--- src/decoder_defs.svh ---
// Purpose: constants for the 14-bit instruction decoder
// Assumes: one clock at 10 MHz; one instruction cycle is four clock periods
// Notes: field positions, opcode nibbles and reset values
//
// Contract
// - Each instruction is one 14-bit word: opcode plus operand fields.
// - Byte ops: destination 0 writes accumulator, 1 writes the file register.
// - File address is a seven-bit field, 0x00 to 0x7F.
// - Bit ops carry a three-bit bit number within the 8-bit register.
// - Literal ops carry eight bits; call and jump carry eleven, bit 11 selects.
// - One cycle each; two when a test is true or PC changes.
// - One instruction cycle is exactly four oscillator periods.
// - Add, subtract update C, DC, Z; AND, OR, XOR update Z only.
// - Inc, dec, complement, move update Z; rotates update C; swap none.
// - Decrement or increment and skip on zero; two cycles then; no flags.
// - Bit clear, set, skip-if-clear, skip-if-set; no flags changed.
// - Literal add, subtract, AND, OR, XOR, load with register-form flags; the decoder's literal load changes no flag.
// - Return with literal loads accumulator and returns, two cycles.
// - Words ending 1000 and 1001 return and return from interrupt, two cycles.
// - Watchdog clear word affects timeout and powerdown flags, one cycle.
// - Standby word affects timeout and powerdown flags, one cycle.
// - Don't-care bits are ignored when decoding.
// - A met skip discards the fetched next word and runs a no-operation.
`ifndef DECODER_DEFS_SVH
`define DECODER_DEFS_SVH

`define INSN_W 14
`define PREFIX_HI 13
`define PREFIX_LO 12
`define NIB_HI 11
`define NIB_LO 8
`define DEST_BIT 7
`define FILE_HI 6
`define BIT_HI 9
`define BIT_LO 7
`define JUMP_SEL_BIT 11
`define TARGET_HI 10

`define PFX_BYTE 2'h0
`define PFX_BIT 2'h1
`define PFX_CTRL 2'h2
`define PFX_LIT 2'h3

`define NIB_MISC 4'h0
`define NIB_CLR 4'h1
`define NIB_SUB 4'h2
`define NIB_DEC 4'h3
`define NIB_OR 4'h4
`define NIB_AND 4'h5
`define NIB_XOR 4'h6
`define NIB_ADD 4'h7
`define NIB_MOV 4'h8
`define NIB_COM 4'h9
`define NIB_INC 4'hA
`define NIB_DECSZ 4'hB
`define NIB_RRC 4'hC
`define NIB_RLC 4'hD
`define NIB_SWAP 4'hE
`define NIB_INCSZ 4'hF

`define WORD_RETURN 14'h0008
`define WORD_RETFI 14'h0009
`define WORD_WDCLR 14'h0064
`define WORD_STANDBY 14'h0063

`define PHASES_PER_CYCLE 3'h4
`define PHASE_LAST 2'h3
`define NOP_WORD 14'h0000
`endif

--- src/decoder_pkg.sv ---
package decoder_pkg;
  typedef enum logic [4:0] {
    OP_NOP = 5'b00000, OP_ADD = 5'b00001, OP_SUB = 5'b00010, OP_AND = 5'b00011,
    OP_OR = 5'b00100, OP_XOR = 5'b00101, OP_INC = 5'b00110, OP_DEC = 5'b00111,
    OP_COM = 5'b01000, OP_MOV = 5'b01001, OP_RLC = 5'b01010, OP_RRC = 5'b01011,
    OP_SWAP = 5'b01100, OP_CLR = 5'b01101, OP_MOVWF = 5'b01110, OP_BCLR = 5'b01111,
    OP_BSET = 5'b10000, OP_BTSTC = 5'b10001, OP_BTSTS = 5'b10010, OP_LOAD = 5'b10011,
    OP_CALL = 5'b10100, OP_JUMP = 5'b10101, OP_RET = 5'b10110, OP_RETLIT = 5'b10111,
    OP_RETFI = 5'b11000, OP_WDCLR = 5'b11001, OP_SLEEP = 5'b11010, OP_ILLEGAL = 5'b11111
  } op_e;
  typedef enum logic [1:0] {
    SRC_REG = 2'b00, SRC_LIT = 2'b01, SRC_NONE = 2'b10
  } src_e;
  typedef enum logic [1:0] {
    EX_IDLE = 2'b00, EX_RUN = 2'b01, EX_FLUSH = 2'b10
  } exec_e;
  typedef struct packed {
    logic carry;
    logic digit_carry_flag;
    logic zero;
    logic timeout_flag;
    logic powerdown_flag;
  } flags_s;
  typedef struct packed {
    op_e op;
    src_e src;
    logic dest_reg;
    logic dest_acc;
    logic [6:0] file_addr;
    logic [2:0] bit_sel;
    logic [7:0] literal;
    logic [10:0] target;
    logic skip_on_zero;
    logic two_cycle;
    flags_s affects;
  } decode_s;
endpackage

--- src/insn_latch.sv ---
// Purpose: holds the instruction word being decoded for one instruction cycle
// Assumes: load is a one-cycle pulse at the end of an instruction cycle
// Notes: a squash load stores the no-operation word instead of the fetched one
`timescale 1ns/1ps
`include "decoder_defs.svh"
module insn_latch (
  input wire logic clk_in,
  input wire logic rst_n_in,
  input wire logic load_in,
  input wire logic squash_in,
  input wire logic [`INSN_W-1:0] word_in,
  output logic [`INSN_W-1:0] word_out
);
  logic [`INSN_W-1:0] word_r;
  always_ff @(posedge clk_in or negedge rst_n_in) begin
    if (!rst_n_in) begin
      word_r <= `NOP_WORD;
    end else if (load_in) begin
      word_r <= squash_in ? `NOP_WORD : word_in;
    end
  end
  assign word_out = word_r;
endmodule

--- src/insn_decoder.sv ---
// Purpose: decodes 14-bit instruction words and sequences one or two cycle execution
// Assumes: fetch word valid when the cycle strobe is high; skip result comes from the datapath
// Notes: all outputs registered; decode results change once per instruction cycle
`timescale 1ns/1ps
`include "decoder_defs.svh"
module insn_decoder
  import decoder_pkg::*;
(
  // Clock and reset
  input wire logic clk_in,
  input wire logic rst_n_in,
  // Program memory side
  input wire logic [`INSN_W-1:0] fetch_word_in,
  output logic fetch_take_out,
  // Datapath feedback
  input wire logic result_zero_in,
  input wire logic tested_bit_in,
  // Decoded instruction
  output decode_s decode_out,
  output logic execute_out,
  output logic nop_cycle_out,
  output logic cycle_end_out,
  output logic [1:0] phase_out
);

  typedef struct packed {
    logic [1:0] phase;
    exec_e ex;
    decode_s dec;
    logic execute;
    logic nop_cycle;
    logic cycle_end;
    logic take;
  } state_s;

  state_s st_r;
  state_s st_nxt;
  logic [`INSN_W-1:0] cur_word;
  logic load_word;
  logic squash_next;

  function automatic flags_s fl(input logic c, input logic dc, input logic z, input logic tp);
    flags_s f;
    f.carry = c;
    f.digit_carry_flag = dc;
    f.zero = z;
    f.timeout_flag = tp;
    f.powerdown_flag = tp;
    return f;
  endfunction

  function automatic decode_s decode(input logic [`INSN_W-1:0] w);
    decode_s d;
    logic [3:0] nib;
    d = '0;
    nib = w[`NIB_HI:`NIB_LO];
    d.op = OP_ILLEGAL;
    d.src = SRC_NONE;
    d.file_addr = w[`FILE_HI:0];
    d.bit_sel = w[`BIT_HI:`BIT_LO];
    d.literal = w[7:0];
    d.target = w[`TARGET_HI:0];
    unique case (w[`PREFIX_HI:`PREFIX_LO])
      `PFX_BYTE: begin
        d.src = SRC_REG;
        d.dest_reg = w[`DEST_BIT];
        d.dest_acc = ~w[`DEST_BIT];
        unique case (nib)
          `NIB_ADD: begin
            d.op = OP_ADD;
            d.affects = fl(1'b1, 1'b1, 1'b1, 1'b0);
          end
          `NIB_SUB: begin
            d.op = OP_SUB;
            d.affects = fl(1'b1, 1'b1, 1'b1, 1'b0);
          end
          `NIB_AND: begin
            d.op = OP_AND;
            d.affects = fl(1'b0, 1'b0, 1'b1, 1'b0);
          end
          `NIB_OR: begin
            d.op = OP_OR;
            d.affects = fl(1'b0, 1'b0, 1'b1, 1'b0);
          end
          `NIB_XOR: begin
            d.op = OP_XOR;
            d.affects = fl(1'b0, 1'b0, 1'b1, 1'b0);
          end
          `NIB_INC: begin
            d.op = OP_INC;
            d.affects = fl(1'b0, 1'b0, 1'b1, 1'b0);
          end
          `NIB_DEC: begin
            d.op = OP_DEC;
            d.affects = fl(1'b0, 1'b0, 1'b1, 1'b0);
          end
          `NIB_COM: begin
            d.op = OP_COM;
            d.affects = fl(1'b0, 1'b0, 1'b1, 1'b0);
          end
          `NIB_MOV: begin
            d.op = OP_MOV;
            d.affects = fl(1'b0, 1'b0, 1'b1, 1'b0);
          end
          `NIB_RLC: begin
            d.op = OP_RLC;
            d.affects = fl(1'b1, 1'b0, 1'b0, 1'b0);
          end
          `NIB_RRC: begin
            d.op = OP_RRC;
            d.affects = fl(1'b1, 1'b0, 1'b0, 1'b0);
          end
          `NIB_SWAP: begin
            // Swap leaves every flag alone
            d.op = OP_SWAP;
          end
          `NIB_DECSZ: begin
            // Skip forms share the plain opcodes; the skip bit tells them apart
            d.op = OP_DEC;
            d.skip_on_zero = 1'b1;
          end
          `NIB_INCSZ: begin
            d.op = OP_INC;
            d.skip_on_zero = 1'b1;
          end
          `NIB_CLR: begin
            // Clear of accumulator ignores its don't-care address bits
            d.op = OP_CLR;
            d.affects = fl(1'b0, 1'b0, 1'b1, 1'b0);
            if (!w[`DEST_BIT]) begin
              d.file_addr = 7'h00;
            end
          end
          `NIB_MISC: begin
            d.dest_reg = 1'b0;
            d.dest_acc = 1'b0;
            d.src = SRC_NONE;
            if (w[`DEST_BIT]) begin
              d.op = OP_MOVWF;
              d.dest_reg = 1'b1;
            end else if (w == `WORD_RETURN) begin
              d.op = OP_RET;
              d.two_cycle = 1'b1;
            end else if (w == `WORD_RETFI) begin
              d.op = OP_RETFI;
              d.two_cycle = 1'b1;
            end else if (w == `WORD_WDCLR) begin
              d.op = OP_WDCLR;
              d.affects = fl(1'b0, 1'b0, 1'b0, 1'b1);
            end else if (w == `WORD_STANDBY) begin
              d.op = OP_SLEEP;
              d.affects = fl(1'b0, 1'b0, 1'b0, 1'b1);
            end else if (w[4:0] == 5'h00) begin
              d.op = OP_NOP;
            end
          end
        endcase
      end
      `PFX_BIT: begin
        d.src = SRC_REG;
        unique case (w[`NIB_HI:`NIB_HI-1])
          2'b00: begin
            d.op = OP_BCLR;
            d.dest_reg = 1'b1;
          end
          2'b01: begin
            d.op = OP_BSET;
            d.dest_reg = 1'b1;
          end
          2'b10: begin
            d.op = OP_BTSTC;
          end
          2'b11: begin
            d.op = OP_BTSTS;
          end
        endcase
      end
      `PFX_CTRL: begin
        d.op = w[`JUMP_SEL_BIT] ? OP_JUMP : OP_CALL;
        d.two_cycle = 1'b1;
      end
      `PFX_LIT: begin
        d.src = SRC_LIT;
        d.dest_acc = 1'b1;
        casez (nib)
          4'b111?: begin
            d.op = OP_ADD;
            d.affects = fl(1'b1, 1'b1, 1'b1, 1'b0);
          end
          4'b110?: begin
            d.op = OP_SUB;
            d.affects = fl(1'b1, 1'b1, 1'b1, 1'b0);
          end
          4'b1001: begin
            d.op = OP_AND;
            d.affects = fl(1'b0, 1'b0, 1'b1, 1'b0);
          end
          4'b1000: begin
            d.op = OP_OR;
            d.affects = fl(1'b0, 1'b0, 1'b1, 1'b0);
          end
          4'b1010: begin
            d.op = OP_XOR;
            d.affects = fl(1'b0, 1'b0, 1'b1, 1'b0);
          end
          4'b00??: begin
            // Loading a literal changes no flag
            d.op = OP_LOAD;
          end
          4'b01??: begin
            d.op = OP_RETLIT;
            d.two_cycle = 1'b1;
          end
          default: begin
            d.op = OP_ILLEGAL;
            d.dest_acc = 1'b0;
          end
        endcase
      end
    endcase
    return d;
  endfunction

  insn_latch u_latch (
    .clk_in(clk_in),
    .rst_n_in(rst_n_in),
    .load_in(load_word),
    .squash_in(squash_next),
    .word_in(fetch_word_in),
    .word_out(cur_word)
  );

  // Skip decision uses datapath result at the last phase of the executing cycle
  always_comb begin
    squash_next = 1'b0;
    if (st_r.ex == EX_RUN && st_r.phase == `PHASE_LAST) begin
      if (st_r.dec.two_cycle) begin
        squash_next = 1'b1;
      end else if (st_r.dec.skip_on_zero && result_zero_in) begin
        squash_next = 1'b1;
      end else if (st_r.dec.op == OP_BTSTC && !tested_bit_in) begin
        squash_next = 1'b1;
      end else if (st_r.dec.op == OP_BTSTS && tested_bit_in) begin
        squash_next = 1'b1;
      end
    end
  end

  assign load_word = (st_r.phase == `PHASE_LAST);

  always_comb begin
    st_nxt = st_r;
    st_nxt.phase = st_r.phase + 2'h1;
    st_nxt.cycle_end = (st_r.phase == `PHASE_LAST - 2'h1);
    st_nxt.take = (st_r.phase == `PHASE_LAST - 2'h1);
    if (st_r.phase == `PHASE_LAST) begin
      // Decoding takes effect from the next instruction cycle
      st_nxt.dec = decode(squash_next ? `NOP_WORD : fetch_word_in);
      st_nxt.ex = squash_next ? EX_FLUSH : EX_RUN;
      st_nxt.execute = ~squash_next;
      st_nxt.nop_cycle = squash_next;
      if (squash_next) begin
        st_nxt.dec.op = OP_NOP;
      end
    end
  end

  always_ff @(posedge clk_in or negedge rst_n_in) begin
    if (!rst_n_in) begin
      st_r <= '0;
      st_r.dec.op <= OP_NOP;
      st_r.dec.src <= SRC_NONE;
    end else begin
      st_r <= st_nxt;
    end
  end

  assign decode_out = st_r.dec;
  assign execute_out = st_r.execute;
  assign nop_cycle_out = st_r.nop_cycle;
  assign cycle_end_out = st_r.cycle_end;
  assign fetch_take_out = st_r.take;
  assign phase_out = st_r.phase;

  logic unused_word;
  assign unused_word = ^cur_word;
endmodule

--- config.mk ---
export PLATFORM = sky130hd
export DESIGN_NAME = insn_decoder
export DESIGN_NICKNAME = d
export VERILOG_FILES = /design/src/decoder_pkg.sv /design/src/insn_latch.sv /design/src/insn_decoder.sv
export VERILOG_INCLUDE_DIRS = /design/src /design/src/src
export SDC_FILE = /design/constraint.sdc
export NUM_CORES = 1
export LEC_CHECK = 0
export BUFFER_PORTS_ARGS = -buffer_cell sky130_fd_sc_hd__buf_4
export CORE_MARGIN = 4
export CORE_UTILIZATION = 30
export DETAILED_ROUTE_END_ITERATION = 8
export PLACE_DENSITY = 0.6
export SLEW_MARGIN = 30
export SYNTH_ARGS = -nofsm -noshare
export SYNTH_HDL_FRONTEND = slang
export SYNTH_HIERARCHICAL = 1
export SYNTH_SLANG_ARGS = --single-unit
--- constraint.sdc ---
create_clock -name clk_in -period 5.6 [get_ports clk_in]
set_input_delay 0.84 -clock clk_in [delete_from_list [all_inputs] [get_ports clk_in]]
set_output_delay 0.84 -clock clk_in [all_outputs]
set_load 0.05 [all_outputs]
# Yosys cells after proc, flatten, opt, wreduce, memory -nomap -nowiden
# Index checks and enable logic that the tools add are counted.
dict set report op_classes {
  n_addsub 1
  n_eq_ne 32
  muxes 44
  bitwise_logic 2
  n_reduce_logical 19
}
# cell n
set ops {}
lappend ops {{$pmux W5 S14} 1}
lappend ops {{$pmux W5 S4} 3}
lappend ops {{$mux W5} 7}
lappend ops {{$pmux W5 S7} 1}
lappend ops {{$eq A4 B4 Y1 const B} 8}
lappend ops {{$eq A14 B4 Y1 const B} 2}
lappend ops {{$eq A14 B7 Y1 const B} 2}
lappend ops {{$mux W7} 3}
lappend ops {{$pmux W5 S2} 2}
lappend ops {{$eq A4 B3 Y1 const B} 4}
lappend ops {{$mux W1} 15}
lappend ops {{$mux W14} 1}
lappend ops {{$reduce_or A2 Y1} 7}
lappend ops {{$eq A2 B2 Y1 const B} 6}
lappend ops {{$eq A5 B5 Y1 const B} 2}
lappend ops {{$mux W2} 5}
lappend ops {{$eq A4 B2 Y1 const B} 2}
lappend ops {{$reduce_or A8 Y1} 1}
lappend ops {{$reduce_or A7 Y1} 1}
lappend ops {{$eq A2 B1 Y1 const B} 3}
lappend ops {{$eq A3 B3 Y1 const B} 2}
lappend ops {{$mux W6} 1}
lappend ops {{$pmux W2 S3} 1}
lappend ops {{$logic_not A5 Y1} 1}
lappend ops {{other kinds (11)} 17}
dict set report totals {
  reg_bits 52
  in_bits 18
  elab_cells 118
}

# Depth between registers and ports, before layout
dict set report depth {
  word_depth 18
  depth_mapped 14
}

# Worst setup path before layout
# No wires, ideal clock.
dict set report synth_timing {
  path_type {input to register}
  start {input port tested_bit_in}
  end {register st_r, in the netlist decode_out[43]}
  setup_ns 0.122
  t_arrival_ns 3.437
  setup_slack_ns 2.042
  cell_stages 12
  path_cell_list {or3b_4 a211oi_4 nor2_1 buf_2 nand2_1 ha_1 clkbuf_1 nand3b_1 o41a_1 nor3_1 o221ai_1 a32o_1}
}
dict set report synth_between {
  elab_chain_len 17
  word_cells_on_any_way 53
  classes_between {27 x eq/ne; 17 x mux; 9 x reduce/logical}
}
# element line_no
set synth_rtl {}
lappend synth_rtl {{start: declaration} insn_decoder.sv:17} ;# input wire logic tested_bit_in,
lappend synth_rtl {{$logic_and A1 B1 Y1 or $logic_not A1 Y1 (tied branches)} {insn_decoder.sv:243, insn_decoder.sv:241}}
lappend synth_rtl {{$mux W1 or $logic_and A1 B1 Y1 (tied branches)} {insn_decoder.sv:243, insn_decoder.sv:241}}
lappend synth_rtl {{$mux W1 (*)} insn_decoder.sv:241} ;# end else if (st_r.dec.op == OP_BTSTC && !tested_bit_in) begin
lappend synth_rtl {{$mux W1 (*)} insn_decoder.sv:239} ;# end else if (st_r.dec.skip_on_zero && result_zero_in) begin
lappend synth_rtl {{$mux W1 (*)} insn_decoder.sv:237} ;# if (st_r.dec.two_cycle) begin
lappend synth_rtl {{$mux W1 (*)} insn_decoder.sv:236} ;# if (st_r.ex == EX_RUN && st_r.phase == `PHASE_LAST) begin
lappend synth_rtl {{$mux W14} -}
lappend synth_rtl {{$logic_not A5 Y1} insn_decoder.sv:153} ;# end else if (w[4:0] == 5'h00) begin
lappend synth_rtl {{$mux W5} insn_decoder.sv:153}
lappend synth_rtl {{$mux W5} insn_decoder.sv:150} ;# end else if (w == `WORD_STANDBY) begin
lappend synth_rtl {{$mux W5} insn_decoder.sv:147} ;# end else if (w == `WORD_WDCLR) begin
lappend synth_rtl {{$mux W5} insn_decoder.sv:144} ;# end else if (w == `WORD_RETFI) begin
lappend synth_rtl {{$mux W5} insn_decoder.sv:141} ;# end else if (w == `WORD_RETURN) begin
lappend synth_rtl {{$mux W5} insn_decoder.sv:138} ;# if (w[`DEST_BIT]) begin
lappend synth_rtl {{$pmux W5 S14} insn_decoder.sv:68} ;# unique case (nib)
lappend synth_rtl {{$pmux W5 S4} insn_decoder.sv:63} ;# unique case (w[`PREFIX_HI:`PREFIX_LO])
lappend synth_rtl {{$mux W5 (*)} insn_decoder.sv:262} ;# if (squash_next) begin
lappend synth_rtl {{end signal: assignment} insn_decoder.sv:274} ;# st_r <= st_nxt;
lappend synth_rtl {{end: declaration} insn_decoder.sv:36} ;# state_s st_r;
# Every way passes the cells marked *; elsewhere a longest branch is shown, timed or not.
# A chain may end at the register's enable or synchronous reset.

# Worst setup path in the final report
dict set report layout_timing {
  start {register st_r, in the netlist phase_out[1]}
  end {register st_r, in the netlist decode_out[43]}
}
dict set report layout_between {
  elab_chain_len 14
  word_cells_on_any_way 48
  classes_between {28 x eq/ne; 13 x mux; 7 x reduce/logical}
}
# element line_no
set layout_rtl {}
lappend layout_rtl {{$eq A2 B2 Y1 (no line) (*)} -}
lappend layout_rtl {{$logic_and A1 B1 Y1 (no line)} -}
lappend layout_rtl {{$mux W1} insn_decoder.sv:236}
lappend layout_rtl {{$mux W14} -}
lappend layout_rtl {{$logic_not A5 Y1} insn_decoder.sv:153}
lappend layout_rtl {{$mux W5} insn_decoder.sv:153}
lappend layout_rtl {{$mux W5} insn_decoder.sv:150}
lappend layout_rtl {{$mux W5} insn_decoder.sv:147}
lappend layout_rtl {{$mux W5} insn_decoder.sv:144}
lappend layout_rtl {{$mux W5} insn_decoder.sv:141}
lappend layout_rtl {{$mux W5} insn_decoder.sv:138}
lappend layout_rtl {{$pmux W5 S14} insn_decoder.sv:68}
lappend layout_rtl {{$pmux W5 S4} insn_decoder.sv:63}
lappend layout_rtl {{$mux W5} insn_decoder.sv:262}
# Marks and branches as above.

==> impl_metrics.yaml <==
placed_design:
  placed_cells: 413
  place.gp.congestion: 0.907
  dp_hpwl_um: 5510
  port_buffers: 68
  pre_cts_ws_ns: 1.01
sta:
  setup-tns-final_ns: 0
  finalMaxSlewViolations: 0
  whs_ns: 0.474
  clock.fmax_mhz: 232
  fin_worst_skew_ns: 0.00834
  period_share_pct: 76.9
  period_needed_ns: 4.31
  relSlewSlack_pct: 38.4
  setup_viol: 0
  worstMarginPinSlew_ns: 0.923
  setup_ws_ns: 1.29
  rsz0062_at_grt: "false"
  hold_viol: 0
detailed_routing:
  drt-wirelength-per-cell_um: 17.9
  num_vias: 2290
  ant_nets: 0
  first_iter_violations: 237
  first_pass_iters: 4
  drc: 0
  viasPerCell: 5.45
  wirelength_um: 7520
floorplan:
  num_rows: 33
  die_area_sq_um: 9940
  dieHeight_um: 99.7
  io_pins: 69
  chipWidth_um: 99.7
  start_util_pct: 30.7
  fp.coreArea_sq_um: 8220
clock_tree:
  clock_latency_ns: 0.30
  cts-resized-gates: 0
  clock_sinks: 38
  cts_setup_buffers: 0
  clock_path_buffers: 2
  cts_buffers: 5
  root_buffer: "clkbuf_8"
  htree_levels: 2
  clk_pin_slew_ns: 0.07
  tritoncts: "built"
  ctsHoldBuffers: 0
grt:
  grt_max_degree: 39
  grt_pass1_vias: 2198
  antenna_found_initial: 0
  grt_first_pass_wirelength_um: 11900
  grt_use_total_pct: 15.0
  overflow: 0
logic_synthesis:
  ys_seq_area_share_pct: 37.7
  synthFlopType: "dfrtp_1"
  ys_types: 66
  synthCells: 270
  synth_edf_count: 0
  synthArstFlopShare_pct: 100
  syn_area_sq_um: 2520
  synth_area_per_cell_sq_um: 9.35
  synth_seq_cells: 38
  synth_fp_nets: 300
  yosys_warnings: 6
run:
  cap_violations: 0
final_layout:
  drive_gt1_share_pct: 28.9
  nets: 345
  num_antenna_cells: 0
  finalNonFillerCells: 420
  syn_to_final_growth_pct: 21.9
  final_util_pct: 37.4
  final_cell_mix: "buf_4, dfrtp_1, nand2_1"
  layout_commonest_cell: "buf_4"
pwr:
  p_comb_share_pct: 55.4
  pwr_density_cell_nw_per_um2: 441
  pwr-share-seq_pct: 31.0
  p_clk_share_pct: 13.6
  p_leak_nw: 1.36
  p_int_w: 0.000673
  power_switching_w: 0.000683
  switching_share_pct: 50.4
  ir_worst_vdd_v: 0.000211
critical_path:
  worst_setup_path_end_kind: "flip-flop"
  crit_type: "flip-flop to flip-flop"
  reg2reg_slack_ns: 1.29
  crit_fanout: 17
  required_ns: 5.78
  slowest_delay_ns: 0.68
  slowest_stage: "a211oi_4"
  crit_chain: "ha_1, nand3b_1, a211oi_4, nor2_1, nand2_1, ha_1, nand3b_1, o41a_1, nor3_1, o221ai_1, a32o_1"
  cp.arrival_ns: 4.49
  cp-start-kind: "flip-flop"
outcome:
  status: "completed"
hold_path:
  worstHoldPathType: "flip-flop to flip-flop"
## worst max-delay path: cells and delay by family, from the launching register on
kind                       cells  cell delay, ns
adders and majority gates      2            0.98
AOI/OAI and AO/OA              4            1.52
DFF                            1            0.38
and+or+nand+nor                5            1.32
## power groups by stage
stage / Clock (W) / Sequential (W) / Combinational [W]
6_report: 0.000185 / 0.000421 / 0.000751
5_1_grt: 0.000202 / 0.000434 / 0.000781
4_1_cts: 0.000190 / 0.000421 / 0.000754
3_5_place_dp: 0 / 0.000425 / 0.000753
3_3_place_gp: 0 / 0.000425 / 0.000754
2_1_floorplan: 0 / 0.000700 / 0.000269
## state kept, by name, indices dropped and copies added, names as in the netlist
register,count
fetch_take_out,1
phase_out,2
decode_out,33
st_r,2
## logic make-up (layout without fill, tap and decap cells)
kind of cell | count (synthesis) | after routing | synth area share [%]
mux | 3 | 3 | 1.29
simple gates | 76 | 76 | 16.2
compound gates | 92 | 92 | 28.8
buf+inv | 49 | 94 | 10.1
flops | 38 | 38 | 37.7
fa+ha+maj | 12 | 12 | 5.95
## cell usage after synthesis, types with 3 or more instances
| cell type | count | area (sq um) |
|---|---|---|
| nand2_1 | 18 | 67.6 |
| o21ai_0 | 12 | 60.1 |
| o31ai_1 | 5 | 37.5 |
| a31oi_1 | 6 | 37.5 |
| a21oi_1 | 9 | 45.0 |
| inv_1 | 16 | 60.1 |
| a2111oi_0 | 4 | 35.0 |
| a22o_1 | 15 | 131 |
| nor2_1 | 11 | 41.3 |
| clkbuf_1 | 12 | 45.0 |
| ha_1 | 12 | 150 |
| buf_2 | 5 | 25.0 |
| buf_4 | 13 | 97.6 |
| dfrtp_1 | 37 | 926 |
| nor3_1 | 8 | 40.0 |
| a21boi_0 | 3 | 22.5 |
| nor2b_1 | 5 | 31.3 |
| nand3b_1 | 4 | 30.0 |
| or2_2 | 3 | 18.8 |
| nand2b_1 | 5 | 31.3 |
| nand3_1 | 9 | 45.0 |
## cell type report
class | count | area, sq um
fill | 851 | 5140
timing repair buffer | 70 | 526
clock buffer | 5 | 68.8
inverter | 17 | 63.8
clock inverter | 2 | 15.0
sequential | 38 | 952
multi-input combinational | 183 | 1320
tap | 105 | 131
## per-layer routing
metal  vias up  GRT usage (%)  wire length, um
li1       1095              -                -
met1      1092           22.4             3600
met2        94           21.5             3290
met3         9           3.44              542
met4         0           4.52               81
met5         -              0                0
## worst paths after layout
check	start	end	depth (start not counted)
setup / recovery	phase_out[1]	decode_out[43]	11
hold reg to reg	phase_out[0]	phase_out[0]	1
hold / removal	phase_out[0]	phase_out[0]	1
min in group asynchronous	rst_n_in	decode_out[21]	1
max in group asynchronous	rst_n_in	decode_out[39]	1
setup reg to reg	phase_out[1]	decode_out[43]	11
## stage by stage
stage          power, W  cell area [sq um]
6_report        0.00136               3080
2_1_floorplan  0.000969               2520
3_5_place_dp    0.00118               2990
4_1_cts         0.00137               3070
5_1_grt         0.00142               3080
3_3_place_gp    0.00118               2990
(Power assumes the default switching activity.)
